## src/bscc_pkg.sv

```systemverilog
// What this block does
// - poisoned tlp sets detected parity error
// - error message with serr enable sets flag
// - unsupported-request completion sets master abort flag
// - completer-abort completion sets target abort flag
// - completing with completer abort sets signaled flag
// - gated poisoned data sets master parity flag
// - event flags sticky until software clears
// - speed, fast b2b, high_speed_capable, reserved read zero
// - capabilities present bit always reads one
// - interrupt status bit always reads zero
// - class fields fixed bridge, pci bridge, zero
// - fixed read-only silicon revision in low byte
// - cache line size steers delayed read prefetch
// - odd or over 32 dwords means zero
// - parity response enable gates master parity flag
// - system error report enable gates error reporting
package bscc_pkg;

	// ****************************************************************
	// configuration map, byte offsets
	// ****************************************************************
	localparam logic [7:0] OFF_COMMAND = 8'h04;
	localparam logic [7:0] OFF_STATUS = 8'h06;
	localparam logic [7:0] OFF_CLASS = 8'h08;
	localparam logic [7:0] OFF_CACHE_LINE = 8'h0C;
	localparam int DW_LSB = 2;
	localparam int HALF_W = 16;

	// ****************************************************************
	// command and status fields
	// ****************************************************************
	localparam int CMD_PERR_BIT = 6;
	localparam int CMD_SERR_BIT = 8;
	localparam int ST_DETECTED_PARITY = 15;
	localparam int ST_SIGNALED_SYSERR = 14;
	localparam int ST_RECEIVED_RECEIVED_MASTER_ABORT = 13;
	localparam int ST_RECEIVED_TABORT = 12;
	localparam int ST_SIGNALED_TABORT = 11;
	localparam int ST_SPEED_HI = 10;
	localparam int ST_SPEED_LO = 9;
	localparam int ST_MASTER_PARITY = 8;
	localparam int ST_FAST_B2B = 7;
	localparam int ST_HIGH_SPEED = 5;
	localparam int ST_CAP_PRESENT = 4;
	localparam int ST_INT_STATUS = 3;
	localparam logic [15:0] STATUS_RESET = 16'h0010;
	localparam logic [15:0] STATUS_FIXED = 16'h0010;

	// flag vector indices inside the sticky bank
	localparam int FLAG_N = 6;
	localparam int FL_MASTER_PARITY = 0;
	localparam int FL_SIGNALED_TABORT = 1;
	localparam int FL_RECEIVED_TABORT = 2;
	localparam int FL_RECEIVED_RECEIVED_MASTER_ABORT = 3;
	localparam int FL_SIGNALED_SYSERR = 4;
	localparam int FL_DETECTED_PARITY = 5;

	// ****************************************************************
	// class code and cache line
	// ****************************************************************
	localparam logic [7:0] BASE_CLASS = 8'h06;
	localparam logic [7:0] SUB_CLASS = 8'h04;
	localparam logic [7:0] PROG_IF = 8'h00;
	localparam logic [7:0] CACHE_LINE_RESET = 8'h00;
	localparam logic [7:0] CACHE_LINE_MAX = 8'h20;

	// maps the sticky flags onto their status positions
	function automatic logic [15:0] status_word(input logic [FLAG_N-1:0] f);
		logic [15:0] w;
		w = STATUS_FIXED;
		w[ST_MASTER_PARITY] = f[FL_MASTER_PARITY];
		w[ST_SIGNALED_TABORT] = f[FL_SIGNALED_TABORT];
		w[ST_RECEIVED_TABORT] = f[FL_RECEIVED_TABORT];
		w[ST_RECEIVED_RECEIVED_MASTER_ABORT] = f[FL_RECEIVED_RECEIVED_MASTER_ABORT];
		w[ST_SIGNALED_SYSERR] = f[FL_SIGNALED_SYSERR];
		w[ST_DETECTED_PARITY] = f[FL_DETECTED_PARITY];
		return w;
	endfunction : status_word

	// picks the flag bits out of a written status half-word
	function automatic logic [FLAG_N-1:0] status_flags(input logic [15:0] w);
		logic [FLAG_N-1:0] f;
		f = '0;
		f[FL_MASTER_PARITY] = w[ST_MASTER_PARITY];
		f[FL_SIGNALED_TABORT] = w[ST_SIGNALED_TABORT];
		f[FL_RECEIVED_TABORT] = w[ST_RECEIVED_TABORT];
		f[FL_RECEIVED_RECEIVED_MASTER_ABORT] = w[ST_RECEIVED_RECEIVED_MASTER_ABORT];
		f[FL_SIGNALED_SYSERR] = w[ST_SIGNALED_SYSERR];
		f[FL_DETECTED_PARITY] = w[ST_DETECTED_PARITY];
		return f;
	endfunction : status_flags

	// odd or oversize line sizes collapse to zero dwords
	function automatic logic [7:0] line_eff(input logic [7:0] v);
		return (v[0] || (v > CACHE_LINE_MAX)) ? 8'h00 : v;
	endfunction : line_eff

	// dword match on a byte address
	function automatic logic dw_hit(input logic [7:0] a, input logic [7:0] off);
		return a[7:DW_LSB] == off[7:DW_LSB];
	endfunction : dw_hit

endpackage : bscc_pkg

```

## src/bscc_regs.sv

```systemverilog
`timescale 1ns/1ns
module bscc_regs
#(
	parameter logic [7:0] SILICON_REV = 8'h01 // value is arbitrary
)
(
	input wire logic clk, // core clock, 100 MHz
	input wire logic rst_b, // synchronous reset, active low
	input wire logic cfg_req, // configuration request strobe
	input wire logic cfg_we, // 1 write, 0 read
	input wire logic [7:0] cfg_addr, // byte address, dword granular
	input wire logic [3:0] cfg_be, // byte enables
	input wire logic [31:0] cfg_wdata, // write data
	output logic [31:0] cfg_rdata, // read data, valid with ack
	output logic cfg_ack, // one-cycle completion pulse
	input wire logic ev_poisoned_tlp, // poisoned tlp received
	input wire logic ev_err_msg_sent, // fatal or nonfatal message sent
	input wire logic ev_cpl_unsupported, // completion with ur received
	input wire logic ev_cpl_abort, // completion with ca received
	input wire logic ev_abort_signaled, // request completed with ca
	input wire logic ev_poisoned_cpl_data, // poisoned completion with data
	input wire logic ev_poisoned_write, // received write was poisoned
	output logic parity_response_enable, // command bit, registered
	output logic system_error_report_enable, // command bit, registered
	output logic [7:0] prefetch_dwords // effective delayed read prefetch
);

	// ****************************************************************
	// request decode
	// ****************************************************************
	logic hit_cmd;
	logic hit_class;
	logic hit_cache;
	logic wr;
	logic rd;

	// status shares the dword with command, bytes two and three
	always_comb
	begin
		hit_cmd = bscc_pkg::dw_hit(cfg_addr, bscc_pkg::OFF_COMMAND);
		hit_class = bscc_pkg::dw_hit(cfg_addr, bscc_pkg::OFF_CLASS);
		hit_cache = bscc_pkg::dw_hit(cfg_addr, bscc_pkg::OFF_CACHE_LINE);
		wr = cfg_req && cfg_we;
		rd = cfg_req && !cfg_we;
	end

	// ****************************************************************
	// command enables and cache line size
	// ****************************************************************
	logic perr_en_r;
	logic perr_en_nxt;
	logic serr_en_r;
	logic serr_en_nxt;
	logic [7:0] line_r;
	logic [7:0] line_nxt;
	logic [7:0] pf_r;
	logic [7:0] pf_nxt;

	// the raw line size is kept for readback; only the prefetch engine
	// sees the collapsed value, so software can still see what it wrote
	always_comb
	begin
		perr_en_nxt = perr_en_r;
		serr_en_nxt = serr_en_r;
		line_nxt = line_r;
		if (wr && hit_cmd && cfg_be[0])
			perr_en_nxt = cfg_wdata[bscc_pkg::CMD_PERR_BIT];
		if (wr && hit_cmd && cfg_be[1])
			serr_en_nxt = cfg_wdata[bscc_pkg::CMD_SERR_BIT];
		if (wr && hit_cache && cfg_be[0])
			line_nxt = cfg_wdata[7:0];
		pf_nxt = bscc_pkg::line_eff(line_nxt);
	end

	// register stage
	always_ff @(posedge clk)
	begin
		if (!rst_b)
		begin
			perr_en_r <= 1'b0;
			serr_en_r <= 1'b0;
			line_r <= bscc_pkg::CACHE_LINE_RESET;
			pf_r <= bscc_pkg::CACHE_LINE_RESET;
		end
		else
		begin
			perr_en_r <= perr_en_nxt;
			serr_en_r <= serr_en_nxt;
			line_r <= line_nxt;
			pf_r <= pf_nxt;
		end
	end

	// ****************************************************************
	// status event flags
	// ****************************************************************
	logic [bscc_pkg::FLAG_N-1:0] set_vec;
	logic [bscc_pkg::FLAG_N-1:0] clr_vec;
	logic [bscc_pkg::FLAG_N-1:0] flags;

	// event qualification; clears are write-one on byte three
	always_comb
	begin
		set_vec = '0;
		set_vec[bscc_pkg::FL_DETECTED_PARITY] = ev_poisoned_tlp;
		set_vec[bscc_pkg::FL_SIGNALED_SYSERR] = ev_err_msg_sent && serr_en_r;
		set_vec[bscc_pkg::FL_RECEIVED_RECEIVED_MASTER_ABORT] = ev_cpl_unsupported;
		set_vec[bscc_pkg::FL_RECEIVED_TABORT] = ev_cpl_abort;
		set_vec[bscc_pkg::FL_SIGNALED_TABORT] = ev_abort_signaled;
		set_vec[bscc_pkg::FL_MASTER_PARITY] =
			perr_en_r && (ev_poisoned_cpl_data || ev_poisoned_write);
		clr_vec = '0;
		if (wr && hit_cmd && cfg_be[3])
			clr_vec = bscc_pkg::status_flags({cfg_wdata[31:24], 8'h00});
	end

	bscc_sticky_flags u_flags
	(
		.clk(clk),
		.rst_b(rst_b),
		.set_vec(set_vec),
		.clr_vec(clr_vec),
		.flags(flags)
	);

	// ****************************************************************
	// read path
	// ****************************************************************
	logic [31:0] rdata_r;
	logic [31:0] rdata_nxt;
	logic ack_r;
	logic ack_nxt;
	logic [15:0] cmd_word;

	// unmapped dwords and writes answer with zero data
	always_comb
	begin
		cmd_word = '0;
		cmd_word[bscc_pkg::CMD_PERR_BIT] = perr_en_r;
		cmd_word[bscc_pkg::CMD_SERR_BIT] = serr_en_r;
		ack_nxt = cfg_req;
		rdata_nxt = '0;
		if (rd && hit_cmd)
			rdata_nxt = {bscc_pkg::status_word(flags), cmd_word};
		else if (rd && hit_class)
			rdata_nxt = {bscc_pkg::BASE_CLASS, bscc_pkg::SUB_CLASS,
				bscc_pkg::PROG_IF, SILICON_REV};
		else if (rd && hit_cache)
			rdata_nxt = {24'h000000, line_r};
	end

	// register stage
	always_ff @(posedge clk)
	begin
		if (!rst_b)
		begin
			rdata_r <= '0;
			ack_r <= 1'b0;
		end
		else
		begin
			rdata_r <= rdata_nxt;
			ack_r <= ack_nxt;
		end
	end

	assign cfg_rdata = rdata_r;
	assign cfg_ack = ack_r;
	assign parity_response_enable = perr_en_r;
	assign system_error_report_enable = serr_en_r;
	assign prefetch_dwords = pf_r;
endmodule : bscc_regs

```

## src/bscc_sticky_flags.sv

```systemverilog
`timescale 1ns/1ns
module bscc_sticky_flags
(
	input wire logic clk, // core clock
	input wire logic rst_b, // synchronous reset, active low
	input wire logic [bscc_pkg::FLAG_N-1:0] set_vec, // hardware events
	input wire logic [bscc_pkg::FLAG_N-1:0] clr_vec, // software clears
	output logic [bscc_pkg::FLAG_N-1:0] flags // sticky flags
);

	logic [bscc_pkg::FLAG_N-1:0] flags_r;
	logic [bscc_pkg::FLAG_N-1:0] flags_nxt;

	// set is or-ed in after the clear so a colliding event survives
	always_comb
	begin
		flags_nxt = (flags_r & ~clr_vec) | set_vec;
	end

	// register stage
	always_ff @(posedge clk)
	begin
		if (!rst_b)
			flags_r <= '0;
		else
			flags_r <= flags_nxt;
	end

	assign flags = flags_r;

endmodule : bscc_sticky_flags

```

## config.mk

```make
export PLATFORM = sky130hd
export DESIGN_NAME = bscc_regs
export DESIGN_NICKNAME = d
export VERILOG_FILES = /design/src/bscc_pkg.sv /design/src/bscc_regs.sv /design/src/bscc_sticky_flags.sv
export SDC_FILE = /design/constraint.sdc
export NUM_CORES = 1
export LEC_CHECK = 0
export BUFFER_PORTS_ARGS = -buffer_cell sky130_fd_sc_hd__buf_2
export CAP_MARGIN = 20
export CORE_ASPECT_RATIO = 0.7
export CORE_MARGIN = 4
export CORE_UTILIZATION = 46
export DETAILED_ROUTE_END_ITERATION = 7
export PLACE_DENSITY = 0.84
export SETUP_SLACK_MARGIN = 0.05
export SLEW_MARGIN = 20
export SYNTH_ARGS = -nofsm -noshare
export SYNTH_HDL_FRONTEND = slang
export SYNTH_HIERARCHICAL = 1
export SYNTH_SLANG_ARGS = --single-unit
export TNS_END_PERCENT = 5
```

## constraint.sdc

```tcl
create_clock -name clk -period 2.9 [get_ports clk]
set_input_delay 0.58 -clock clk [delete_from_list [all_inputs] [get_ports clk]]
set_output_delay 0.58 -clock clk [all_outputs]
set_load 0.05 [all_outputs]
```

Word level (Yosys, flattened, before mapping):

Cells that the tools add are included.

* magnitude comparators: 1
* equal/unequal tests: 3
* mux-type cells: 5
* bitwise operators: 5
* reduce and logical (&&, ||, !) cells: 20

Operators with widths (number)
* $mux 32: 1
* $mux 27: 1
* $mux 8: 2
* $logic_and 1x1->1: 13
* $eq 6x2->1 const B: 2
* $gt 8x6->1 const B: 1
* $and 6x6->6: 1
* $eq 6x1->1 const B: 1
* $mux 6: 1
* $not 6->6: 1
* $or 6x6->6: 1
* $reduce_or 2->1: 2
* $reduce_or 4->1: 1
* $reduce_or 3->1: 1
* $logic_or 1x1->1: 2
* $not 1->1: 2
* $logic_not 1->1: 1

* bits in registers: 57
* word-level logic and storage cells: 44

Depth between registers and ports, before layout:

* word-level depth: 7
* mapped depth: 5
* mapped depth without buffers: 5

Hierarchy:

Netlist, hierarchy kept.

By module, submodules not included
* bscc_regs: times used 1, cells each 131, area an instance 1381.3 um^2, sequential area each 720.7 um^2
* bscc_sticky_flags: times used 1, cells each 18, area an instance 247.7 um^2, sequential area each 120.1 um^2

Worst setup path after synthesis:

No wires, ideal clock.

* path kind: input to register
* start point: in cfg_addr[7]
* end point: reg line_r[1]
* arrival: 1.872 ns
* data required time: 2.780 ns
* setup slack: 0.908 ns
* stages: 5
* path buffers: 1
* cells stage by stage: or4b_4 nor4b_4 buf_6 mux2i_1 nor2b_1

* longest elaborated chain between the ends: 4

RTL lines
* start, declared: RTL line bscc_regs.sv:11 `input wire logic [7:0] cfg_addr,`
* $eq 6x2->1: RTL line bscc_pkg.sv:101 `return a[7:DW_LSB] == off[7:DW_LSB];`
* $logic_and 1x1->1 (2 in a row): RTL line bscc_regs.sv:70 `if (wr && hit_cache && cfg_be[0])`
* $mux 8: RTL line bscc_regs.sv:70
* end signal, assigned: RTL line bscc_regs.sv:82 `line_r <= bscc_pkg::CACHE_LINE_RESET;`
* end signal, assigned: RTL line bscc_regs.sv:89 `line_r <= line_nxt;`
* end, declared: RTL line bscc_regs.sv:54 `logic [7:0] line_r;`

Every way passes these cells.
A chain may end at the register's enable or synchronous reset.

Worst setup path in the final report:

* start point: in cfg_addr[7]
* end point: reg pf_r[2], in the netlist prefetch_dwords[2]

* longest elaborated chain between the ends: 7

RTL lines
* $eq 6x2->1 (*): RTL line bscc_pkg.sv:101
* $logic_and 1x1->1 (*) (2 in a row): RTL line bscc_regs.sv:70
* $mux 8 (*): RTL line bscc_regs.sv:70
* $gt 8x6->1: RTL line bscc_pkg.sv:96 `return (v[0] || (v > CACHE_LINE_MAX)) ? 8'h00 : v;`
* $logic_or 1x1->1: RTL line bscc_pkg.sv:96
* $reduce_or 2->1 (no source line)
* end signal, assigned: RTL line bscc_regs.sv:83 `pf_r <= bscc_pkg::CACHE_LINE_RESET;`
* end signal, assigned: RTL line bscc_regs.sv:90 `pf_r <= pf_nxt;`
* end, declared: RTL line bscc_regs.sv:56 `logic [7:0] pf_r;`

Every way passes the cells marked *; elsewhere a longest branch is shown, timed or not.

==> results list <==
* Number of vias after detailed routing: 1,174
* Setup-failing EPs final: 0
* Vias in the first global route: 1,134
* Yosys warns: 6
- The core region is 3280 µm².
- At the pin with the least slew margin, the transition time is 0.663 ns.
* Post-synthesis instance total: 149
- Of all flip-flops after synthesis, the portion carrying an async set or reset was 0%.
- The cell area that synthesis handed to floorplanning was 1630 µm².
- Buffer type at the clock tree root: clkbuf_8
- Share of the yosys chip area belonging to registers: 51.6%
- Worst Setup End Kind: flip-flop
- Share of the synthesized area in the top cell type: 51.6%
- Critical Path End: prefetch_dwords[2]
- Dividing the detail-routed via count by the number of cells gives 4.41.
- Summed over all cells, the static leakage comes to 0.971 nW.
- During placement, the flow inserted port buffers numbering 64.
- The run finished with clean final reports.
- In this run the critical register-to-register path is captured at prefetch_dwords[2].
* Clock period minus final worst setup slack: 2.18 ns
* First-pass iteration count of the detailed router: 4
* Post-synthesis register bit count: 42
- Number of sinks driven by the clock tree: 42
- After detailed placement, the design holds a cell count of 258.
- In the final layout, the share of cells above drive strength 1 is 37.0%.
* Overall power: 0.00106 W
- Summed over all nets, the half-perimeter wirelength after detailed placement is 2590 µm.
* Post-detailed-route wirelength per cell: 12.0 µm
- The tool flagged a number of max-cap violations equal to 0.
- For this run, the post-layout net count is 273.
- Part of the cycle the worst path needs: 75.3%
- Most used standard cell by instance count after synthesis: dfxtp_1
- Relative slew slack: 55.2%
- The initial antenna violation count was 0.
* Maximum number of pins on one net before global-route repair: 21
* Hold violation total from the final report: 0
- Sum of routed wire length over all layers: 3200 µm
- A synthesized cell averages 10.9 µm².
- Relative to the synthesized area, the layout overhead comes to 24.7%.
- Num ports: 98
- Yosys attributes the largest share of cell area to dfxtp_1, and2_1, buf_4.
- The first global-routing pass estimated 5170 µm of wire.
* Resized Gates After CTS: 0
- Total die area: 4570 µm²
- After routing, the total negative slack on setup checks comes to 0 ns.
- Fill cell total of the finished layout: 302
- The count of cells in the finished layout, fillers not included, comes to 266.
* DRC marker count from the first detailed-route iteration: 58
* CP Data Required Time: 3.12 ns
* Flop-to-flop setup slack: 1.50 ns
* Max Slew Vio Count: 0
- Total GRT Usage: 14.7%
- Worst min-delay path class: flip-flop to flip-flop
- Effective utilization at floorplan: 49.7%
- Top flip-flop cell by instance count after synthesis: dfxtp_1
* Post-synthesis cell type count: 27
- Once the clock tree was built, the setup fixing pass inserted 0 buffers.
* H-tree levels: 2
- Clock Latency Late Sink: 0.28 ns
- In this run the deepest clock path goes through 2 buffers.
- Highest net fanout along the worst path: 8
* Cell row count: 17
- For this run, the top clock speed supported by timing is 458 MHz.
- Number of buffers inserted during clock tree synthesis: 5
- Critical Path Source Type: input pin
* Arrival @ worst endpoint: 2.40 ns
* Die extent in y: 57.8 µm
* DRC Markers: 0
- Post-detailed-route count of antenna-violating nets: 0
- Cell area power density: 523 nW/µm²
- Diode insertion count for antenna repair: 0
* CTS Hold Buffers Added: 0
- Setup repair after global routing missed its margin: false
- Routability-driven placement finished with a final weighted congestion of 0.738.
- On the final layout, the worst clock skew is 0.00517 ns.
- Overall die width: 79.1 µm
* Clock slew at reported path FFs: 0.07 ns
* Cell taking the most area after synthesis: dfxtp_1
- Launch point of the critical path: cfg_addr[7]
- Worst hold start: u_flags/flags[4]
* Critical setup path kind: input pin to flip-flop
* Post-synth top cells: dfxtp_1, and2_1, buf_4
- VDD sags by at most 0.253 mV.
* Worst R2R Start: line_r[0]
- The total overflow left after global routing is 0.
- Worst R2R Path Depth: 4
- Count of flip-flops with a built-in enable after synthesis: 0
- TritonCTS built the clock tree.
-- metal layers --
metal  GRT usage, %  part of all wire (%)  up-vias
li1               -                     -      604
met1           17.8                    42      522
met2           24.5                    50       44
met3           3.88                   6.9        4
met4           7.11                   1.2        0
met5              0                     0        -
-- stage by stage --
stage	util (%)	area (µm²)	setup slack [ns]	hold WS [ns]
6_report	62.0	2030	0.717	0.462
5_1_grt	62.0	2030	0.657	0.487
4_1_cts	62.0	2030	0.721	0.462
3_5_place_dp	59.2	1940	0.424	0.445
3_3_place_gp	59.2	1940	0.448	0.437
2_1_floorplan	-	1690	0.908	0.431
-- worst max-delay path, cell delays in order --
cell and delay (ns):
buf_2 0.10, or4b_4 0.55, nor4b_4 0.59, mux2_2 0.45, nor2_1 0.12
-- layout make-up --
class | count | area, µm² | share of cell area [%]
Clock buffer | 7 | 86.3 | 4.25
Clock inverter | 1 | 5.00 | 0.246
Inverter | 4 | 15.0 | 0.739
Multi-Input combinational cell | 100 | 698 | 34.4
Sequential cell | 42 | 841 | 41.4
Tap cell | 47 | 58.8 | 2.89
Timing Repair Buffer | 65 | 328 | 16.1
-- cells by family after synthesis --
group           Yosys count  share of synthesized area, %
compound gates           12                          4.99
buf+inv                  22                          8.99
flops                    42                          51.6
mux                      11                          6.84
other cells               1                         0.230
simple gates             61                          27.3
-- sequential cells by signal, indices dropped and copies added, names as in the netlist --
register,count
prefetch_dwords,8
parity_response_enable,1
cfg_ack,1
system_error_report_enable,1
cfg_rdata,17
u_flags/flags,6
line_r,8
-- how the worst min path moves through the flow --
stage | endpoint | slack, ns | cells after the start
4_1_cts | cfg_rdata[30] | 0.46 | 1
3_5_place_dp | cfg_rdata[30] | 0.44 | 1
2_1_floorplan | cfg_rdata[24] | 0.43 | 1
6_report | cfg_rdata[30] | 0.46 | 1
5_1_grt | cfg_rdata[31] | 0.49 | 1
3_3_place_gp | cfg_rdata[27] | 0.44 | 1
-- placed cells by master, fill, tap and decap left out, drive strengths merged, types with 2 or more instances in the layout --
cell    count
buf        65
dfxtp      42
and2       20
nor2b      17
conb       16
mux2i      10
o21a        7
nor2        7
clkbuf      7
nand3       4
inv         4
nor4b       4
o21ai       3
nor4        2
-- report_power, final --
group          total (W)  switching, W  internal [W]  leakage, nW
Clock           0.000370      0.000178      0.000192       0.0482
Sequential      0.000586    0.00000252      0.000584        0.341
Combinational   0.000106     0.0000720     0.0000339        0.581
Total            0.00106      0.000253      0.000809        0.971
Power figures use the tool's default switching activity.
